## src/logic/hbi_pkg.sv

```systemverilog
// shared constants and carrier types of the 8-bit host bus port
package hbi_pkg;
  localparam int ADDR_W = 8;
  localparam int DATA_W = 8;
  localparam logic [ADDR_W-1:0] ADDR_RST = 8'h00;
  localparam logic [DATA_W-1:0] DATA_RST = 8'h00;

  // access state, one-hot
  typedef enum logic [2:0] {
    HBI_IDLE  = 3'b001,
    HBI_READ  = 3'b010,
    HBI_WRITE = 3'b100
  } hbi_state_t;

  // host pins after sampling
  typedef struct packed {
    logic              core_sel_n;
    logic              hdlc_sel_n;
    logic              wr_n;       // write strobe, or direction in strobe mode
    logic              rd_n;       // read strobe, or data_strobe
    logic              ale;
    logic              ext_rst;
    logic              strobe_dir;  // 1: strobe-plus-direction style
    logic [DATA_W-1:0] ad;
    logic [ADDR_W-1:0] addr;
  } hbi_pins_t;

  localparam hbi_pins_t PINS_RST = '{core_sel_n: 1'b1, hdlc_sel_n: 1'b1, wr_n: 1'b1, rd_n: 1'b1,
                                     ale: 1'b0, ext_rst: 1'b0, strobe_dir: 1'b0,
                                     ad: DATA_RST, addr: ADDR_RST};

  // request toward the register space
  typedef struct packed {
    logic              rd_stb;
    logic              wr_stb;
    logic              core_sel;
    logic              hdlc_sel;
    logic [ADDR_W-1:0] addr;
    logic [DATA_W-1:0] wdata;
  } hbi_req_t;

  localparam hbi_req_t REQ_RST = '{rd_stb: 1'b0, wr_stb: 1'b0, core_sel: 1'b0, hdlc_sel: 1'b0,
                                   addr: ADDR_RST, wdata: DATA_RST};
endpackage

```

## src/logic/hbi_host_port.sv

```systemverilog
// host bus port: pin sampling, bus mode choice, address latch, access sequencing
//
// Overview of operation
// - A low core select opens every register except the HDLC controller registers for reads and writes.
// - A low HDLC select opens the HDLC controller registers for reads and writes.
// - In separate-strobe style a low write strobe is taken as a write access.
// - In separate-strobe style a low read strobe is a read and register data is returned while it is low.
// - In strobe-plus-direction style the direction line high means read and low means write.
// - In strobe-plus-direction style the rising edge of the data strobe ends the access.
// - Multiplexed mode carries address then data on the shared pins; demultiplexed mode carries only data there.
// - The address latch is transparent while the latch strobe is high and holds on its falling edge.
// - The latch strobe is looked at on the first access after reset to pick multiplexed or demultiplexed mode.
// - The data pins are driven only while read data is returned and are released otherwise.
// - The data path is eight bits, with a separate address bus in demultiplexed mode.
// - The active-low open-drain interrupt line is pulled low while an interrupt is pending.
// - A high external reset forces the reset state and forgets the chosen bus mode.
`timescale 1ns/1ns
`default_nettype none
module hbi_host_port
  import hbi_pkg::*;
(
  // clock and reset
  input  wire logic                      clk_i,
  input  wire logic                      arst_n_i,
  // host control pins
  input  wire logic                      core_select_n_i,
  input  wire logic                      hdlc_select_n_i,
  input  wire logic                      wr_n_i,
  input  wire logic                      data_strobe_i,
  input  wire logic                      ale_i,
  input  wire logic                      external_reset_in_i,
  input  wire logic                      strobe_dir_mode_i,
  // host address and shared address/data pins
  input  wire logic [hbi_pkg::ADDR_W-1:0] addr_i,
  input  wire logic [hbi_pkg::DATA_W-1:0] shared_ad_i,
  output logic      [hbi_pkg::DATA_W-1:0] shared_ad_o,
  output logic                           shared_ad_oe_o,
  // interrupt pin, open drain
  output logic                           irq_n_o,
  output logic                           irq_n_oe_o,
  // register space side
  output hbi_pkg::hbi_req_t              req_o,
  input  wire logic [hbi_pkg::DATA_W-1:0] rd_data_i,
  input  wire logic                      irq_pending_i,
  // status
  output logic                           mode_known_o,
  output logic                           mux_mode_o
);
  import hbi_pkg::*;

  typedef struct packed {
    hbi_pins_t         s1;         // first sampler stage, read only by s2
    hbi_pins_t         s2;
    hbi_state_t        st;
    logic              mode_known;
    logic              mux_mode;
    logic              ale_seen;
    logic [ADDR_W-1:0] addr_latch;
    logic              is_core;
    logic              is_hdlc;
    logic [ADDR_W-1:0] acc_addr;
    logic [DATA_W-1:0] wdata;
    logic [DATA_W-1:0] dout;
    logic              dout_oe;
    logic              irq_oe;
    hbi_req_t          req;
  } hbi_regs_t;

  localparam hbi_regs_t REGS_RST = '{s1: PINS_RST, s2: PINS_RST, st: HBI_IDLE, mode_known: 1'b0,
                                     mux_mode: 1'b0, ale_seen: 1'b0, addr_latch: ADDR_RST,
                                     is_core: 1'b0, is_hdlc: 1'b0, acc_addr: ADDR_RST,
                                     wdata: DATA_RST, dout: DATA_RST, dout_oe: 1'b0,
                                     irq_oe: 1'b0, req: REQ_RST};

  // strobe decode by bus style; used for start and end of an access
  function automatic logic strobe_on(input hbi_pins_t p);
    strobe_on = p.strobe_dir ? !p.rd_n : (!p.rd_n || !p.wr_n);
  endfunction

  function automatic logic is_write(input hbi_pins_t p);
    is_write = !p.wr_n; // low write strobe, or direction low
  endfunction

  hbi_regs_t r;
  hbi_regs_t next_r;
  hbi_pins_t pin_now;
  logic      selected;
  logic      cur_mux;

  always_comb begin
    pin_now = '{core_sel_n: core_select_n_i, hdlc_sel_n: hdlc_select_n_i, wr_n: wr_n_i,
                rd_n: data_strobe_i, ale: ale_i, ext_rst: external_reset_in_i,
                strobe_dir: strobe_dir_mode_i, ad: shared_ad_i, addr: addr_i};
  end

  // next state; all pins are read through the second sampler stage only
  always_comb begin
    next_r = r;
    next_r.s1 = pin_now;
    next_r.s2 = r.s1;
    next_r.req.rd_stb = 1'b0;
    next_r.req.wr_stb = 1'b0;
    selected = !r.s2.core_sel_n || !r.s2.hdlc_sel_n;
    cur_mux  = r.mode_known ? r.mux_mode : r.ale_seen;
    // transparent while ale high, holds after it falls
    if (r.s2.ale) begin
      next_r.addr_latch = r.s2.ad;
      next_r.ale_seen   = 1'b1;
    end
    next_r.irq_oe = irq_pending_i;
    unique case (r.st)
      HBI_IDLE: begin
        if (selected && strobe_on(r.s2) && !r.s2.ale) begin
          if (!r.mode_known) begin
            next_r.mode_known = 1'b1;
            next_r.mux_mode   = r.ale_seen;
          end
          next_r.is_core  = !r.s2.core_sel_n;
          next_r.is_hdlc  = !r.s2.hdlc_sel_n;
          next_r.acc_addr = cur_mux ? r.addr_latch : r.s2.addr;
          if (is_write(r.s2)) begin
            next_r.st    = HBI_WRITE;
            next_r.wdata = r.s2.ad;
          end else begin
            next_r.st         = HBI_READ;
            next_r.req.rd_stb = 1'b1;
          end
        end
      end
      HBI_READ: begin
        next_r.dout    = rd_data_i;
        next_r.dout_oe = 1'b1;
        if (!selected || !strobe_on(r.s2)) begin
          next_r.st      = HBI_IDLE;
          next_r.dout_oe = 1'b0;
        end
      end
      HBI_WRITE: begin
        // data taken while strobe still low; late-valid host data wins
        if (selected && strobe_on(r.s2)) begin
          next_r.wdata = r.s2.ad;
        end else begin
          next_r.st         = HBI_IDLE;
          next_r.req.wr_stb = 1'b1;
        end
      end
    endcase
    next_r.req.core_sel = next_r.is_core;
    next_r.req.hdlc_sel = next_r.is_hdlc;
    next_r.req.addr     = next_r.acc_addr;
    next_r.req.wdata    = next_r.wdata;
    // external reset drops everything but the samplers, mode included
    if (r.s2.ext_rst) begin
      next_r    = REGS_RST;
      next_r.s1 = pin_now;
      next_r.s2 = r.s1;
    end
  end

  // single register for all state
  always_ff @(posedge clk_i or negedge arst_n_i) begin
    if (!arst_n_i) begin
      r <= REGS_RST;
    end else begin
      r <= next_r;
    end
  end

  // outputs, all from flops except irq_n_o, tied low
  assign shared_ad_o    = r.dout;
  assign shared_ad_oe_o = r.dout_oe;
  assign irq_n_o        = 1'b0;      // open drain: only ever pulls low
  assign irq_n_oe_o     = r.irq_oe;
  assign req_o          = r.req;
  assign mode_known_o   = r.mode_known;
  assign mux_mode_o     = r.mux_mode;
endmodule
`default_nettype wire

```

## config.mk

```make
export PLATFORM = sky130hd
export DESIGN_NAME = hbi_host_port
export DESIGN_NICKNAME = d
export VERILOG_FILES = /design/src/logic/hbi_pkg.sv /design/src/logic/hbi_host_port.sv
export SDC_FILE = /design/constraint.sdc
export NUM_CORES = 1
export LEC_CHECK = 0
export BUFFER_PORTS_ARGS = -buffer_cell sky130_fd_sc_hd__buf_4
export CORE_MARGIN = 8
export CORE_UTILIZATION = 40
export CTS_CLUSTER_SIZE = 28
export DETAILED_ROUTE_END_ITERATION = 6
export GPL_TIMING_DRIVEN = 0
export PLACE_DENSITY_LB_ADDON = 0.3
export SKIP_LAST_GASP = 1
export SLEW_MARGIN = 20
export SYNTH_ARGS = -nofsm -noshare
export SYNTH_HDL_FRONTEND = slang
export SYNTH_SLANG_ARGS = --single-unit
```

## constraint.sdc

```tcl
create_clock -name clk_i -period 2.6 [get_ports clk_i]
set_clock_uncertainty 0.1 [all_clocks]
set_input_delay 0.26 -clock clk_i [delete_from_list [all_inputs] [get_ports clk_i]]
set_output_delay 0.26 -clock clk_i [all_outputs]
set_load 0.03 [all_outputs]
```

After elaboration in Yosys (flattened, before gate mapping) --
Index checks and enable logic that the tools add are counted. Widths: inputs -> output; s select.
Word-level totals: word-level logic and storage cells 86, bits in registers 108, input port bits 34, output and inout bits 33
Cells by class: eq/ne operators 7, reductions and logical operators 19, multiplexer cells 24
Operators with widths (count):
- $mux 62 | 1
- $mux 8 | 3
- $mux 18 | 1
- $mux 9 | 2
- $pmux 8 s2 | 1
- $mux 10 | 1
- $mux 1 | 9
- $mux 3 | 3
- $ne 3x3->1 const B | 3
- $pmux 3 s3 | 1
- $reduce_bool 2->1 | 4
- $logic_not 1->1 | 7
- $reduce_and 3->1 | 2
- $mux 5 | 1
- $eq 3x1->1 const B | 1
- $eq 3x2->1 const B | 1
- $eq 3x3->1 const B | 1
- $logic_or 1x1->1 | 3
- $logic_and 1x1->1 | 2
- $mux 2 | 1
- $ne 2x1->1 const B | 1
- $reduce_and 2->1 | 1

Longest topological paths before layout --
depth after elaboration 8, gate-level depth with buffers 6

Worst setup path after synthesis --
OpenSTA, ideal clock, no wires.
path type reg-to-reg, from register r[59] (netlist bit), to register r[44] (netlist bit), slack 643 ps, clock period less this slack 1957 ps, data arrival time 1770 ps, required time 2413 ps, buffers on the path 2, stages on the path, launching flop included 7, cells stage by stage dfstp_2 > buf_2 > or4b_4 > nor3_4 > buf_6 > nor2_2 > a211oi_2
Between the ends: longest elaborated chain between the ends 3
Ends and longest elaborated chain:
- start: declaration | RTL line hbi_host_port.sv:84 | hbi_regs_t r;
- start signal: assignment | RTL line hbi_host_port.sv:165 | r <= next_r;
- $eq 3x1->1 | RTL line hbi_host_port.sv:111 | unique case (r.st)
- $mux 10 | RTL line hbi_host_port.sv:111
- $mux 62 | RTL line hbi_host_port.sv:153 | if (r.s2.ext_rst) begin
No other way between the ends. A chain may end at the register's enable or synchronous reset.

Worst setup path in the final report --
Ends and elaborated chain as after synthesis.

==> results.json <==
{
  "finalCritPeriodShare_pct": 83.0,
  "clk_pin_slew_ns": 0.09,
  "grt_pass1_wl_mm": 10.6,
  "synth-seq-area-share_pct": 65.3,
  "netlist.area_leader.share_pct": 58.5,
  "ios": 67,
  "vdd_ir_drop_max_v": 0.000322,
  "area_growth_pct": 29.8,
  "final_hold_viol_count": 0,
  "final_cells": 475,
  "worst_setup_path_end_kind": "flop",
  "power.total_mw": 2.77,
  "route.final.wire_length_mm": 6.46,
  "fin_nets": 397,
  "cts_max_path_buffers": 2,
  "drt-vias-per-instance": 4.48,
  "grt_antenna_before_repair": 0,
  "drt-initial-drc-count": 85,
  "clockRootBuffer": "clkbuf_8",
  "grt_max_degree": 91,
  "grt-ovfl-total": 0,
  "ys_ff_latch": 90,
  "required_ns": 2.77,
  "insertion_delay_ns": 0.34,
  "whs_ns": 0.0360,
  "path_class": "reg2reg",
  "syn_avg_cell_area_um2": 13.2,
  "synth.distinct_cells": 38,
  "drc": 0,
  "die_w_um": 109,
  "p_leak_nw": 2.15,
  "rsz0062_at_grt": "false",
  "fill_cells": 759,
  "start_util_pct": 40.5,
  "grt_pass1_vias": 2189,
  "ctsResizeCount": 0,
  "wl_per_cell_um": 13.6,
  "io_buffers": 65,
  "floorplan.core_area_um2": 8550,
  "grt.total_usage_pct": 11.6,
  "cts_inserted_buffers": 9,
  "met1_length_mm": 2.85,
  "layout_min_cycle_time_ns": 2.16,
  "synth_edf_count": 0,
  "hold_path_class": "in2reg",
  "status": "finished clean",
  "netlist_top_cells_count": "dfrtp_1 (81), mux2i_1 (33), nor2_1 (31)",
  "netlist.top_cell.by_area": "dfrtp_1",
  "fp-row-count": 34,
  "cts_tree": "done",
  "power.density_nw_per_um2": 616,
  "syn-num-nets": 297,
  "worstPathArrival_ns": 2.33,
  "detail-route-antenna-nets": 0,
  "drive_gt1_share_pct": 36.0,
  "cts_setup_buffers": 0,
  "dp_cells": 436,
  "synthArstFlopShare_pct": 100,
  "worst_pin_slew_ns": 0.774,
  "worst_setup_path_start_kind": "flop",
  "post-synth-top-count-cell": "dfrtp_1",
  "tns_ns": 0,
  "htreeDepth": 3,
  "dr_wl_met2_mm": 3.08,
  "vias": 2128,
  "syn_inst": 263,
  "finalSetupViolCount": 0,
  "relSlewSlack_pct": 48.4,
  "final-max-slew-violation-count": 0,
  "syn_area_um2": 3470,
  "met3_length_um": 474,
  "max_freq_mhz": 464,
  "die_area_um2": 11900,
  "cts_sinks": 90,
  "synth_area_leaders": "dfrtp_1 (58%), mux2i_1 (9.5%), dfstp_2 (6.8%)",
  "diodes": 0,
  "globalplace.congestion": 0.735,
  "yosys_warnings": 0,
  "timing.max_cap.violations": 0,
  "synthFlopType": "dfrtp_1",
  "cp_max_fo": 10,
  "die_h_um": 109,
  "dp_hpwl_mm": 4.42,
  "dr.pass1.iters": 4,
  "postCtsHoldBufs": 23,
  "top_layer_used": "met4"
}
[placed cells by master, fill, tap and decap left out, types with 3 or more instances in the layout]
master / n
buf_4: 93
dfrtp_1: 81
mux2i_1: 33
nor2_1: 31
dlygate4sd3_1: 24
nand2b_1: 17
clkbuf_8: 9
dfstp_2: 9
a211oi_1: 7
a21oi_1: 7
clkbuf_1: 6
buf_6: 4
nand2_1: 4
or3_1: 3
[worst paths after layout]
path / startpoint / end / slack [ns] / cells past startpoint
max in group asynchronous: arst_n_i / r[44] / 1.44 / 2
setup reg to reg: r[59] / r[44] / 0.44 / 6
min in group asynchronous: arst_n_i / r[101] / 0.45 / 2
hold / removal: irq_pending_i / irq_n_oe_o / 0.04 / 2
hold reg to reg: r[94] / r[71] / 0.25 / 0
setup / recovery: r[59] / r[44] / 0.44 / 6
[layout make-up]
class                           count  area [µm²]  share of cell area (%)
Clock inverter                      6        43.8                   0.973
Timing Repair Buffer               89         732                    16.3
Sequential cell                    90        2260                    50.3
Buffer                             42         292                    6.48
Clock buffer                        9         124                    2.75
Inverter                            1        3.75                  0.0834
Tap cell                          108         135                    3.00
Multi-Input combinational cell    130         908                    20.2
[report_power, final]
part | switching (mW) | total [mW] | internal [mW]
clock network | 0.479 | 0.824 | 0.345
logic | 0.221 | 0.428 | 0.207
registers | 0.0397 | 1.52 | 1.48
[layer usage]
layer | vias to the layer above | track usage [%]
met4 | 0 | 2.64
met3 | 7 | 4.96
li1 | 1045 | -
met2 | 54 | 18.4
met1 | 1022 | 14.2
met5 | - | 0
[logic make-up after synthesis]
group | after synthesis | share of synthesized area [%]
buffers and inverters | 43 | 8.52
other | 1 | 0.108
xor gates and xnor gates | 1 | 0.253
and+or+nand+nor | 70 | 11.0
AOI/OAI and AO/OA | 24 | 4.91
DFF | 90 | 65.3
muxes | 34 | 9.92
[critical path, stage by stage, from the launching register on]
cell,delay (ns)
dfstp_2,0.52
buf_2,0.17
or4b_4,0.53
nor3_4,0.34
buf_6,0.21
nor2_2,0.04
a211oi_2,0.18
[flip-flops by register name (all words and copies together), names as in the netlist]
name            flops
irq_n_oe_o          1
mode_known_o        1
mux_mode_o          1
r                  68
req_o              10
shared_ad_o         8
shared_ad_oe_o      1
[through the flow]
stage | setup slack, ns | area [µm²] | util [%]
after global routing | 0.293 | 4500 | 52.6
after floorplan | 0.643 | 3470 | -
after CTS | 0.413 | 4490 | 52.5
after global placement | 0.441 | 4090 | 47.8
final | 0.443 | 4500 | 52.6
after detailed placement | 0.418 | 4090 | 47.8
Power figures use the tool's default switching activity.
